## src/shared/sg_dma_cfg.svh

```systemverilog
`ifndef SG_DMA_CFG_SVH
`define SG_DMA_CFG_SVH

// register byte offsets on the target port
`define SG_OFF_CUR_ADDR       8'h10
`define SG_OFF_NEXT_ADDR      8'h14
`define SG_OFF_CUR_COUNT      8'h18
`define SG_OFF_NEXT_CTRL      8'h1c

// bit positions in the next count/control word
`define SG_BIT_EN_NEXT_EMPTY  31
`define SG_BIT_DONE           30
`define SG_BIT_START          29
`define SG_BIT_EN_PAGE        28
`define SG_BIT_SG_COMPLETE_IRQ_ENABLE     27
`define SG_BIT_ABORT          26
`define SG_BIT_MEM_RD         25
`define SG_BIT_BURST          24
`define SG_BIT_MAIN_IDLE      23
`define SG_BIT_MAIN_EMPTY     22
`define SG_BIT_PAGE_FLAG      18
`define SG_BIT_CUR_PG         17
`define SG_BIT_NEXT_PG        16

// list entry layout
`define SG_ENTRY_PG_BIT       16
`define SG_ENTRY_BYTES        16'h0008
`define SG_ENTRY_STEP         32'h0000_0008
`define SG_WORD_STEP          32'h0000_0004

// reset values
`define SG_RST_ADDR           32'h0000_0000
`define SG_RST_COUNT          16'h0000
`define SG_RST_DATA           32'h0000_0000

`endif

```

## src/shared/sg_dma_pkg.sv

```systemverilog
package sg_dma_pkg;

    // one list entry as held in the main next/current registers
    typedef struct packed {
        logic [31:0] addr;
        logic        page_irq;
        logic [15:0] count;
    } sg_entry_t;

    // software-written control bits
    typedef struct packed {
        logic en_next_empty;
        logic en_page;
        logic sg_complete_irq_enable;
        logic mem_read;
        logic burst;
    } sg_ctrl_t;

    typedef enum logic [1:0] {
        FETCH_IDLE = 2'b00,
        FETCH_ADDR = 2'b01,
        FETCH_CTRL = 2'b10
    } fetch_state_t;

endpackage

```

## src/hw/sg_dma_count_control.sv

```systemverilog
`timescale 1ns/10ps
`include "sg_dma_cfg.svh"

// What this block does
// - read-only current count; upper half mirrors control, low half counts.
// - next-empty enable lets a hand-off raise the dma interrupt status.
// - done bit reads 0 during a list transfer, 1 once it completes.
// - writing start marks next registers valid; reads 0 while copy pending.
// - after copying next into current, start bit reads 1 again.
// - page enable gates the page-complete flag; off keeps it clear.
// - done enable lets list completion raise the dma interrupt status.
// - abort stops the transfer, drops the queued one, clears start and done.
// - direction bit 1 reads from memory, 0 writes to memory.
// - burst bit 0 writes bytes at once, 1 gathers them into bursts.
// - main-idle bit reads 1 while the main channel is not transferring.
// - main-empty bit reads 1 while main next registers hold nothing.
// - page flag sets when a marked page completes and enable is on.
// - dropping the page enable clears the page-complete flag.
// - current-page bit shows the page-interrupt mark of the current page.
// - next-page bit shows the page-interrupt mark of the next page.
// - each list entry is eight bytes: address word, control/count word.
// - main completion moves main next values into main current.
// - list current address loads only when next valid and no list is active.
// - dma interrupt status is the OR of enabled conditions, gated to host.

module sg_dma_count_control (
    // clock and reset
    input  wire logic                   clk_sys_in,
    input  wire logic                   rst_in,
    // target register port
    input  wire logic                   reg_wr_in,
    input  wire logic                   reg_rd_in,
    input  wire logic [7:0]             reg_addr_in,
    input  wire logic [31:0]            reg_wdata_in,
    output logic [31:0]                 reg_rdata_out,
    output logic                        reg_rd_valid_out,
    // list memory read port
    output logic                        mem_rd_req_out,
    output logic [31:0]                 mem_addr_out,
    input  wire logic                   mem_ack_in,
    input  wire logic [31:0]            mem_data_in,
    // main transfer datapath
    output logic                        main_start_out,
    output logic                        main_abort_out,
    output logic [31:0]                 main_addr_out,
    output logic [15:0]                 main_count_out,
    output logic                        mem_read_dir_out,
    output logic                        burst_en_out,
    input  wire logic                   main_done_in,
    // interrupts
    input  wire logic                   host_irq_enable_in,
    output logic                        dma_irq_status_out,
    output logic                        host_irq_out
);

    sg_dma_pkg::sg_ctrl_t   ctrl;
    sg_dma_pkg::sg_entry_t  main_next;
    sg_dma_pkg::sg_entry_t  main_cur;
    sg_dma_pkg::sg_entry_t  fetched;

    logic [31:0] sg_next_addr;
    logic [15:0] sg_next_count;
    logic [31:0] sg_cur_addr;
    logic [15:0] sg_cur_count;
    logic        sg_pending;
    logic        sg_active;
    logic        sg_done;
    logic        main_next_valid;
    logic        main_active;
    logic        page_complete_flag;
    logic        fetch_busy;
    logic        fetch_valid;
    logic        fetch_req;
    logic        wr_ctrl;
    logic        wr_addr;
    logic        abort_req;
    logic        handoff;
    logic        main_load;
    logic        sg_finish;
    logic [15:0] ctrl_upper;

    assign wr_ctrl   = reg_wr_in && (reg_addr_in == `SG_OFF_NEXT_CTRL);
    assign wr_addr   = reg_wr_in && (reg_addr_in == `SG_OFF_NEXT_ADDR);
    assign abort_req = wr_ctrl && reg_wdata_in[`SG_BIT_ABORT];
    // copy only when nothing of the previous list is still running
    assign handoff   = sg_pending && !sg_active && !abort_req;
    assign main_load = main_next_valid && !abort_req
                       && (!main_active || main_done_in);
    assign fetch_req = sg_active && (sg_cur_count != `SG_RST_COUNT)
                       && !main_next_valid && !fetch_busy
                       && !fetch_valid && !abort_req;
    assign sg_finish = sg_active && (sg_cur_count == `SG_RST_COUNT)
                       && !fetch_busy && !fetch_valid && !main_next_valid
                       && !main_active && !abort_req;

    // software control bits; enables and modes stay writable while busy
    always_ff @(posedge clk_sys_in) begin
        if (rst_in) begin
            ctrl <= '0;
        end else if (wr_ctrl) begin
            ctrl.en_next_empty <= reg_wdata_in[`SG_BIT_EN_NEXT_EMPTY];
            ctrl.en_page       <= reg_wdata_in[`SG_BIT_EN_PAGE];
            ctrl.sg_complete_irq_enable    <= reg_wdata_in[`SG_BIT_SG_COMPLETE_IRQ_ENABLE];
            ctrl.mem_read      <= reg_wdata_in[`SG_BIT_MEM_RD];
            ctrl.burst         <= reg_wdata_in[`SG_BIT_BURST];
        end
    end

    assign mem_read_dir_out = ctrl.mem_read;
    assign burst_en_out     = ctrl.burst;

    // next registers; writes while a copy is pending are dropped
    always_ff @(posedge clk_sys_in) begin
        if (rst_in) begin
            sg_next_addr  <= `SG_RST_ADDR;
            sg_next_count <= `SG_RST_COUNT;
        end else if (!sg_pending) begin
            if (wr_addr) begin
                sg_next_addr <= reg_wdata_in;
            end
            if (wr_ctrl) begin
                sg_next_count <= reg_wdata_in[15:0];
            end
        end
    end

    // start request: set by software, cleared by the copy or abort
    always_ff @(posedge clk_sys_in) begin
        if (rst_in) begin
            sg_pending <= 1'b0;
        end else if (abort_req) begin
            sg_pending <= 1'b0;
        end else if (wr_ctrl && reg_wdata_in[`SG_BIT_START]
                     && !sg_pending) begin
            sg_pending <= 1'b1;
        end else if (handoff) begin
            sg_pending <= 1'b0;
        end
    end

    // list current address and remaining byte count
    always_ff @(posedge clk_sys_in) begin
        if (rst_in) begin
            sg_cur_addr  <= `SG_RST_ADDR;
            sg_cur_count <= `SG_RST_COUNT;
        end else if (abort_req) begin
            sg_cur_count <= `SG_RST_COUNT;
        end else if (handoff) begin
            sg_cur_addr  <= sg_next_addr;
            sg_cur_count <= sg_next_count;
        end else if (fetch_valid) begin
            sg_cur_addr <= sg_cur_addr + `SG_ENTRY_STEP;
            if (sg_cur_count > `SG_ENTRY_BYTES) begin
                sg_cur_count <= sg_cur_count - `SG_ENTRY_BYTES;
            end else begin
                sg_cur_count <= `SG_RST_COUNT;
            end
        end
    end

    // list activity and completion status
    always_ff @(posedge clk_sys_in) begin
        if (rst_in) begin
            sg_active <= 1'b0;
            sg_done   <= 1'b1;
        end else if (abort_req) begin
            sg_active <= 1'b0;
            sg_done   <= 1'b0;
        end else if (handoff) begin
            sg_active <= 1'b1;
            sg_done   <= 1'b0;
        end else if (sg_finish) begin
            sg_active <= 1'b0;
            sg_done   <= 1'b1;
        end
    end

    sg_list_fetch u_fetch (
        .clk_sys_in      (clk_sys_in),
        .rst_in          (rst_in),
        .abort_in        (abort_req),
        .fetch_req_in    (fetch_req),
        .fetch_addr_in   (sg_cur_addr),
        .fetch_busy_out  (fetch_busy),
        .entry_valid_out (fetch_valid),
        .entry_out       (fetched),
        .mem_rd_req_out  (mem_rd_req_out),
        .mem_addr_out    (mem_addr_out),
        .mem_ack_in      (mem_ack_in),
        .mem_data_in     (mem_data_in)
    );

    // main next registers, filled from the fetched entry
    always_ff @(posedge clk_sys_in) begin
        if (rst_in) begin
            main_next_valid <= 1'b0;
            main_next       <= '0;
        end else if (abort_req) begin
            main_next_valid <= 1'b0;
        end else if (fetch_valid) begin
            main_next_valid <= 1'b1;
            main_next       <= fetched;
        end else if (main_load) begin
            main_next_valid <= 1'b0;
        end
    end

    // main current registers and activity
    always_ff @(posedge clk_sys_in) begin
        if (rst_in) begin
            main_active    <= 1'b0;
            main_cur       <= '0;
            main_start_out <= 1'b0;
        end else begin
            main_start_out <= 1'b0;
            if (abort_req) begin
                main_active <= 1'b0;
            end else if (main_load) begin
                main_cur       <= main_next;
                main_active    <= 1'b1;
                main_start_out <= 1'b1;
            end else if (main_done_in) begin
                main_active <= 1'b0;
            end
        end
    end

    always_ff @(posedge clk_sys_in) begin
        if (rst_in) begin
            main_abort_out <= 1'b0;
        end else begin
            main_abort_out <= abort_req;
        end
    end

    assign main_addr_out  = main_cur.addr;
    assign main_count_out = main_cur.count;

    // flag only lives while its enable is on; no set can race the clear
    always_ff @(posedge clk_sys_in) begin
        if (rst_in) begin
            page_complete_flag <= 1'b0;
        end else if (!ctrl.en_page) begin
            page_complete_flag <= 1'b0;
        end else if (main_done_in && main_active && main_cur.page_irq) begin
            page_complete_flag <= 1'b1;
        end
    end

    // level conditions, so the status drops as soon as its cause does
    assign dma_irq_status_out = (ctrl.en_next_empty && !sg_pending)
                                || (ctrl.sg_complete_irq_enable && sg_done)
                                || page_complete_flag;
    assign host_irq_out = dma_irq_status_out && host_irq_enable_in;

    assign ctrl_upper = {ctrl.en_next_empty, sg_done, !sg_pending,
                         ctrl.en_page, ctrl.sg_complete_irq_enable, 1'b0,
                         ctrl.mem_read, ctrl.burst, !main_active,
                         !main_next_valid, 3'h0, page_complete_flag,
                         main_cur.page_irq,
                         main_next.page_irq};

    // read data registered; unmapped offsets return zero
    always_ff @(posedge clk_sys_in) begin
        if (rst_in) begin
            reg_rdata_out    <= `SG_RST_DATA;
            reg_rd_valid_out <= 1'b0;
        end else begin
            reg_rd_valid_out <= reg_rd_in;
            if (!reg_rd_in) begin
                reg_rdata_out <= reg_rdata_out;
            end else if (reg_addr_in == `SG_OFF_NEXT_CTRL) begin
                reg_rdata_out <= {ctrl_upper, sg_next_count};
            end else if (reg_addr_in == `SG_OFF_CUR_COUNT) begin
                reg_rdata_out <= {ctrl_upper, sg_cur_count};
            end else if (reg_addr_in == `SG_OFF_NEXT_ADDR) begin
                reg_rdata_out <= sg_next_addr;
            end else if (reg_addr_in == `SG_OFF_CUR_ADDR) begin
                reg_rdata_out <= sg_cur_addr;
            end else begin
                reg_rdata_out <= `SG_RST_DATA;
            end
        end
    end
endmodule

```

## src/hw/sg_list_fetch.sv

```systemverilog
`timescale 1ns/10ps
`include "sg_dma_cfg.svh"

module sg_list_fetch (
    // clock and reset
    input  wire logic                   clk_sys_in,
    input  wire logic                   rst_in,
    // request from the channel
    input  wire logic                   abort_in,
    input  wire logic                   fetch_req_in,
    input  wire logic [31:0]            fetch_addr_in,
    output logic                        fetch_busy_out,
    output logic                        entry_valid_out,
    output sg_dma_pkg::sg_entry_t       entry_out,
    // memory read port
    output logic                        mem_rd_req_out,
    output logic [31:0]                 mem_addr_out,
    input  wire logic                   mem_ack_in,
    input  wire logic [31:0]            mem_data_in
);

    sg_dma_pkg::fetch_state_t state;

    assign fetch_busy_out = (state != sg_dma_pkg::FETCH_IDLE);
    assign mem_rd_req_out = (state != sg_dma_pkg::FETCH_IDLE);

    // two word reads per entry: address first, then control/count
    always_ff @(posedge clk_sys_in) begin
        if (rst_in) begin
            state           <= sg_dma_pkg::FETCH_IDLE;
            entry_valid_out <= 1'b0;
            entry_out       <= '0;
            mem_addr_out    <= `SG_RST_ADDR;
        end else begin
            entry_valid_out <= 1'b0;
            case (state)
                sg_dma_pkg::FETCH_IDLE: begin
                    if (fetch_req_in && !abort_in) begin
                        mem_addr_out <= fetch_addr_in;
                        state        <= sg_dma_pkg::FETCH_ADDR;
                    end
                end
                sg_dma_pkg::FETCH_ADDR: begin
                    if (abort_in) begin
                        state <= sg_dma_pkg::FETCH_IDLE;
                    end else if (mem_ack_in) begin
                        entry_out.addr <= mem_data_in;
                        mem_addr_out   <= mem_addr_out + `SG_WORD_STEP;
                        state          <= sg_dma_pkg::FETCH_CTRL;
                    end
                end
                sg_dma_pkg::FETCH_CTRL: begin
                    if (abort_in) begin
                        state <= sg_dma_pkg::FETCH_IDLE;
                    end else if (mem_ack_in) begin
                        entry_out.page_irq <= mem_data_in[`SG_ENTRY_PG_BIT];
                        entry_out.count    <= mem_data_in[15:0];
                        entry_valid_out    <= 1'b1;
                        state              <= sg_dma_pkg::FETCH_IDLE;
                    end
                end
                default: begin
                    state <= sg_dma_pkg::FETCH_IDLE;
                end
            endcase
        end
    end

endmodule

```

## config.mk

```make
export PLATFORM = sky130hd
export DESIGN_NAME = sg_dma_count_control
export DESIGN_NICKNAME = d
export VERILOG_FILES = /design/src/shared/sg_dma_pkg.sv /design/src/hw/sg_dma_count_control.sv /design/src/hw/sg_list_fetch.sv
export VERILOG_INCLUDE_DIRS = /design/src /design/src/shared
export SDC_FILE = /design/constraint.sdc
export NUM_CORES = 1
export LEC_CHECK = 0
export ABC_CLOCK_PERIOD_IN_PS = 2000
export BUFFER_PORTS_ARGS = -buffer_cell sky130_fd_sc_hd__buf_4
export CORE_ASPECT_RATIO = 0.5
export CORE_UTILIZATION = 54
export CTS_BUF_LIST = sky130_fd_sc_hd__clkbuf_8
export DETAILED_ROUTE_END_ITERATION = 7
export GPL_TIMING_DRIVEN = 0
export PLACE_DENSITY = 0.79
export SLEW_MARGIN = 20
export SYNTH_ARGS = -nofsm -noshare
export SYNTH_HDL_FRONTEND = slang
export SYNTH_SLANG_ARGS = --single-unit
```

## constraint.sdc

```tcl
create_clock -name clk_sys_in -period 2 [get_ports clk_sys_in]
set_clock_uncertainty 0.15 [all_clocks]
set_input_delay 0.1 -clock clk_sys_in [delete_from_list [all_inputs] [get_ports clk_sys_in]]
set_output_delay 0.1 -clock clk_sys_in [all_outputs]
set_load 0.01 [all_outputs]
```

Word level (Yosys, flattened, before mapping)
Index checks and enable logic that the tools add are counted.
{"block": "op_classes", "magnitude_cmp": 1, "n_reduce_logical": 59, "mux": 32, "n_eq_ne": 11, "n_addsub": 3, "n_bitwise": 4}
{"op": "32-bit two-way mux", "n": 9}
{"op": "32-bit one-hot mux with 2 select lines", "n": 1}
{"op": "16-bit two-way mux", "n": 3}
{"op": "32-bit by 3-bit adder with 32-bit output, second input constant", "n": 1}
{"op": "32-bit by 4-bit adder with 32-bit output, second input constant", "n": 1}
{"op": "8-bit by 5-bit equality test with 1-bit output, second input constant", "n": 4}
{"op": "1-bit logical AND", "n": 26}
{"op": "16-bit by 4-bit > comparator with 1-bit output, second input constant", "n": 1}
{"op": "16-bit logical NOT", "n": 1}
{"op": "16-bit nonzero test", "n": 1}
{"op": "16-bit by 4-bit subtractor with 16-bit output, second input constant", "n": 1}
{"op": "2-bit nonzero test", "n": 7}
{"op": "1-bit two-way mux", "n": 13}
{"op": "2-bit two-way mux", "n": 5}
{"op": "2-bit AND reduction", "n": 5}
{"op": "3-bit AND reduction", "n": 3}
{"op": "1-bit logical NOT", "n": 7}
{"op": "3-bit by 2-bit != test with 1-bit output, second input constant", "n": 2}
{"op": "2-bit one-hot mux with 3 select lines", "n": 1}
{"op": "2-bit != test, second input constant", "n": 2}
{"op": "1-bit NOT", "n": 4}
{"op": "4-bit AND reduction", "n": 1}
{"op": "2-bit OR reduction", "n": 2}
{"op": "1-bit logical OR", "n": 3}
{"op": "6 further kinds", "n": 6}
{"block": "totals", "elab_cells": 141, "input_bits": 79, "output_inout_bits": 120, "ff_bits": 324}

Longest topological paths before layout
{"block": "logic_depth", "ltp_word": 10, "depth_mapped": 10, "depth_no_buf": 6}

By module
A second synthesis with hierarchy kept.
{"block": "unflattened", "hier_cells": 1694, "area_unflattened_um2": 13884.6}
{"module": "sg_dma_count_control", "n_inst": 1, "cells_each": 1195, "seq_area_each_um2": 4804.6, "area_each_um2": 10079.7}
{"module": "sg_list_fetch", "n_inst": 1, "cells_each": 499, "seq_area_each_um2": 1681.6, "area_each_um2": 3804.9}

Worst setup path before layout
OpenSTA, ideal clock, no wires.
{"block": "synth_path", "path_type": "register -> register", "from": "register sg_cur_addr[9]", "to": "register sg_cur_addr[31]", "synth_period_minus_slack_ns": 2.168, "t_required_ns": 1.781, "path_stages_with_launch": 6, "arrival_time_ns": 1.949, "slack_ns": -0.168, "setup_ns": 0.069, "path_buffers": 0, "cell_sequence": "dfxtp_1 -> nand4_4 -> or4_4 -> or4_4 -> o31a_1 -> o21ai_1"}
{"block": "synth_between", "elab_chain_cells": 3}
{"element": "start, declared", "line_no": "sg_dma_count_control.sv:63", "text": "logic [31:0] sg_cur_addr;"}
{"element": "start signal, assigned", "line_no": "sg_dma_count_control.sv:144", "text": "sg_cur_addr <= `SG_RST_ADDR;"}
{"element": "start signal, assigned", "line_no": "sg_dma_count_control.sv:149", "text": "sg_cur_addr <= sg_next_addr;"}
{"element": "start signal, assigned", "line_no": "sg_dma_count_control.sv:152", "text": "sg_cur_addr <= sg_cur_addr + `SG_ENTRY_STEP;"}
{"element": "32-bit by 4-bit adder with 32-bit output (no line)"}
{"element": "32-bit two-way mux", "line_no": "sg_dma_count_control.sv:151", "text": "end else if (fetch_valid) begin"}
{"element": "32-bit two-way mux", "line_no": "sg_dma_count_control.sv:148", "text": "end else if (handoff) begin"}
No other way between the ends. The select of a mux whose other input is x is not followed.
A chain may end at the register's enable or synchronous reset.

Final worst setup path
{"block": "layout_path", "from": "register main_next_valid", "to": "register u_fetch.mem_addr_out[27]"}
{"block": "layout_between", "elab_chain_cells": 8}
{"element": "start, declared", "line_no": "sg_dma_count_control.sv:68", "text": "logic main_next_valid;"}
{"element": "start signal, assigned", "line_no": "sg_dma_count_control.sv:196", "text": "main_next_valid <= 1'b0;"}
{"element": "start signal, assigned", "line_no": "sg_dma_count_control.sv:199", "text": "main_next_valid <= 1'b0;"}
{"element": "start signal, assigned", "line_no": "sg_dma_count_control.sv:201", "text": "main_next_valid <= 1'b1;"}
{"element": "1-bit logical NOT", "line_no": "sg_dma_count_control.sv:90", "text": "&& !main_next_valid && !fetch_busy"}
{"element": "1-bit logical AND (4 in a row)", "line_no": "sg_dma_count_control.sv:89", "text": "assign fetch_req = sg_active && (sg_cur_count != `SG_RST_COUNT)"}
{"element": "1-bit logical AND", "line_no": "sg_list_fetch.sv:38", "text": "if (fetch_req_in && !abort_in) begin"}
{"element": "2-bit by 1-bit != test with 1-bit output (no line)"}
{"element": "4-bit AND reduction (no line)"}
{"element": "end signal, assigned", "line_no": "sg_list_fetch.sv:33", "text": "mem_addr_out <= `SG_RST_ADDR;"}
{"element": "end signal, assigned", "line_no": "sg_list_fetch.sv:39", "text": "mem_addr_out <= fetch_addr_in;"}
{"element": "end signal, assigned", "line_no": "sg_list_fetch.sv:48", "text": "mem_addr_out <= mem_addr_out + `SG_WORD_STEP;"}
{"element": "end, declared", "line_no": "sg_list_fetch.sv:17", "text": "output logic [31:0] mem_addr_out,"}
No other way between the ends.

==> qor.csv <==
stage;metric;value;unit
status;status;complete, but fails checks;
status;failing checks;negative setup slack;
layout;FF/Latch Area;6580;um^2
setup_path;startpoint types;register;
yosys;Yosys top cell area share;45.7;%
floorplan;Die W;231;um
sta;final hold vios;0;
yosys;Avg Cell Area, Syn;8.26;um^2
clock_tree;worst skew pair latency;0.60;ns
yosys;Cells after Synth;1718;
detailed_routing;DRC violations left;0;
pwr;leakage power;6.99;nW
setup_path;Critical Setup Path Class;register to register;
clock_tree;CTS clk-pin slew, worst paths;0.08;ns
sta;Worst-Margin Slew;0.924;ns
pwr;Power Dens Cells;642;nW/um^2
placement;DPL Wire Length;32.8;mm
detailed_routing;Pre-antenna DRT Iters;6;
yosys;Syn. warnings;0;
layout;# fillers;1856;
layout;Area growth syn-to-layout;33.8;%
detailed_routing;via count;14800;
setup_path;Critical Path Sink Type;register;
yosys;Main synth FF type;dfxtp_1;
floorplan;I/O pin count;199;
setup_path;Worst EP required;2.30;ns
clock_tree;CTS Buffer Depth;3;
yosys;post-synthesis register bit count;324;
yosys;asr flop ratio synth;0;%
run;Max Cap Viol;0;
floorplan;Die Y-Extent;117;um
global_routing;GRT Total Usage;35.6;%
floorplan;placeable core area;25500;um^2
floorplan;initial core utilization;55.6;%
yosys;share of the yosys chip area belonging to registers;45.7;%
detailed_routing;post-DR wirelength/cell;20.2;um
sta;Final setup viols;37;
sta;RSZ-0062 raised after global routing;true;
sta;setup ws final;-0.198;ns
yosys;Netlist cell types;69;
global_routing;initial antenna violation count;1;
floorplan;Die ar.;27000;um^2
setup_path;R2R setup slack;-0.20;ns
clock_tree;CTS tree;built;
yosys;Synth Cell Area;14200;um^2
placement;Buffers on Ports;197;
clock_tree;CTS sink cnt;324;
floorplan;# rows;41;
sta;Pins Over Slew Limit;0;
placement;Routability Congestion;1.02;
global_routing;largest net degree at the start of global routing;20;
detailed_routing;Routed Antenna Nets;0;
detailed_routing;Iter 0 DRT Violations;1973;
sta;Max-slew headroom;38.4;%
sta;Final Cycle Share;110;%
global_routing;number of global-route vias before repair;13400;
pwr;maximum VDD drop;0.000406;V
sta;hold slack;0.0414;ns
layout;layout cell share with drive strength beyond 1;25.0;%
detailed_routing;final wirelength;49.8;mm
yosys;largest area contributor in the netlist;dfxtp_1;
pwr;total design power;12.2;mW
setup_path;Critical Path AT;2.50;ns
clock_tree;Root Driver;clkbuf_8;
min_path;worst min path class;input pin to register;
global_routing;first-pass GRT wire length;74.1;mm
sta;fmax;455;MHz
detailed_routing;Via density;6.01;
layout;multi-input logic area;7610;um^2
global_routing;gr ovfl total;0;
clock_tree;CTS Buf Count;45;
setup_path;Crit Path Max Fanout;6;
yosys;number of flops mapped to enable cells by yosys;0;
layout;n_diodes;0;
clock_tree;# H-tree levels;2;
yosys;top cells by area, synth;dfxtp_1 (46%), nand2_1 (9.0%), a21oi_1 (7.9%), mux2i_1 (5.6%), nor2_1 (4.3%);
layout;Layout Nets;2167;
sta;post-route minimum period;2.20;ns
yosys;Syn Nets;1800;
cell usage after synthesis, types with 16 or more instances:
cell      number
a211oi_1      17
dfxtp_1      324
o21ai_0       47
mux4_2        16
nor2b_1       36
clkbuf_1      94
a21oi_1      225
inv_1         24
nand2_1      342
nor2_1       163
a22oi_1       23
buf_2         27
nand4_1       28
nand3_1       43
nor3_1        20
mux2i_1       79
flip-flops by register name, indices dropped and copies added (netlist names), 2 cells and up:
register	flops
main_next	48
sg_cur_count	16
main_count_out	16
sg_next_addr	32
u_fetch.entry_out	49
u_fetch.mem_addr_out	32
ctrl	3
sg_next_count	16
reg_rdata_out	32
sg_cur_addr	32
ctrl_upper	2
main_addr_out	32
u_fetch.state	2
metrics by stage:
| step | util, % | TNS, ns | instance area, um^2 | worst slack (ns) | instances |
|---|---|---|---|---|---|
| after floorplan | - | -0.0993 | 14200 | -0.0313 | 1718 |
| after global placement | 63.4 | -131.58 | 16200 | -1.02 | 2259 |
| after detailed placement | 63.4 | -124.30 | 16200 | -0.722 | 2259 |
| after CTS | 72.0 | -3.31 | 18400 | -0.151 | 2427 |
| after global routing | 74.4 | -6.48 | 19000 | -0.197 | 2461 |
| final | 74.4 | -3.88 | 19000 | -0.198 | 2461 |
routing by layer:
layer | up-vias | share of wire (%) | wire, um | track usage, %
li1 | 6783 | - | - | -
met1 | 6868 | 39 | 19500 | 46.5
met2 | 966 | 44 | 22100 | 55.7
met3 | 180 | 13 | 6420 | 10.9
met4 | 0 | 3.4 | 1700 | 13.5
met5 | - | 0 | 0 | 0
critical path, stage by stage (launching register included):
cell and delay (ns):
dfxtp_4 0.37, or3b_4 0.38, or2_4 0.26, a211o_4 0.31, buf_8 0.16, buf_12 0.14, a22oi_2 0.17, o32ai_1 0.10
kinds of logic (layout without fill, tap and decap cells):
logic type | count (synthesis) | count (layout) | share of synthesized area, %
AOI/OAI and AO/OA | 423 | 423 | 18.2
xor gates and xnor gates | 14 | 14 | 0.864
adders and majority gates | 3 | 3 | 0.265
buffers and inverters | 158 | 557 | 4.52
DFF | 324 | 324 | 45.7
muxes | 98 | 98 | 8.35
and+or+nand+nor | 698 | 698 | 22.1
path summary, 6_finish.rpt:
kind                                                         start                                     to  depth (start not counted)
worst max-delay path                  main_next_valid$_SDFFE_PP0P_  u_fetch.mem_addr_out[27]$_SDFFE_PP0P_                          7
worst min register to register  u_fetch.entry_out[38]$_SDFFE_PP0P_             main_next[38]$_SDFFE_PP0P_                          2
worst min-delay path                                reg_addr_in[3]          sg_next_count[2]$_SDFFE_PP0P_                          5
worst max register to register        main_next_valid$_SDFFE_PP0P_  u_fetch.mem_addr_out[27]$_SDFFE_PP0P_                          7
report_power, final:
group	internal [mW]	switching, mW	total, mW
clock network	2.55	2.59	5.14
registers	6.43	0.00317	6.43
logic	0.256	0.346	0.601
final cells by class:
class / instances / share of cell area, %
inverter: 24 / 0.475
clock buffer: 57 / 4.13
timing repair buffer: 329 / 14.3
clock inverter: 22 / 0.475
tap: 344 / 2.27
sequential: 324 / 34.7
buffer: 125 / 3.55
multi-input combinational: 1236 / 40.1
cell usage in the layout, fill, tap and decap left out, types with 10 or more instances in the layout:
cell type,netlist,layout
nand2_1,342,338
dfxtp_1,324,281
buf_4,2,254
a21oi_1,225,219
nor2_1,163,156
mux2i_1,79,79
dlygate4sd3_1,0,70
clkbuf_1,94,62
clkbuf_8,0,58
o21ai_0,47,45
inv_1,24,41
nor2b_1,36,34
nand3_1,43,34
nand4_1,28,28
dfxtp_2,0,26
a22oi_1,23,19
dfxtp_4,0,17
mux4_2,16,16
nor3_1,20,16
a211oi_1,17,16
buf_2,27,15
buf_6,1,15
clkbuf_2,0,15
o31a_1,13,13
a32o_1,12,12
o22ai_1,13,11
a31oi_1,13,10
repair_timing:
item,CTS,global route
cloned,2,2
pin swaps,22,32
resized for setup,139,103
setup endpoints to repair,238,220
endpoints found under the hold margin,120,0
buffers inserted,24,35
hold buffers,70,0
No activity file was read; power rests on OpenSTA's default activity.
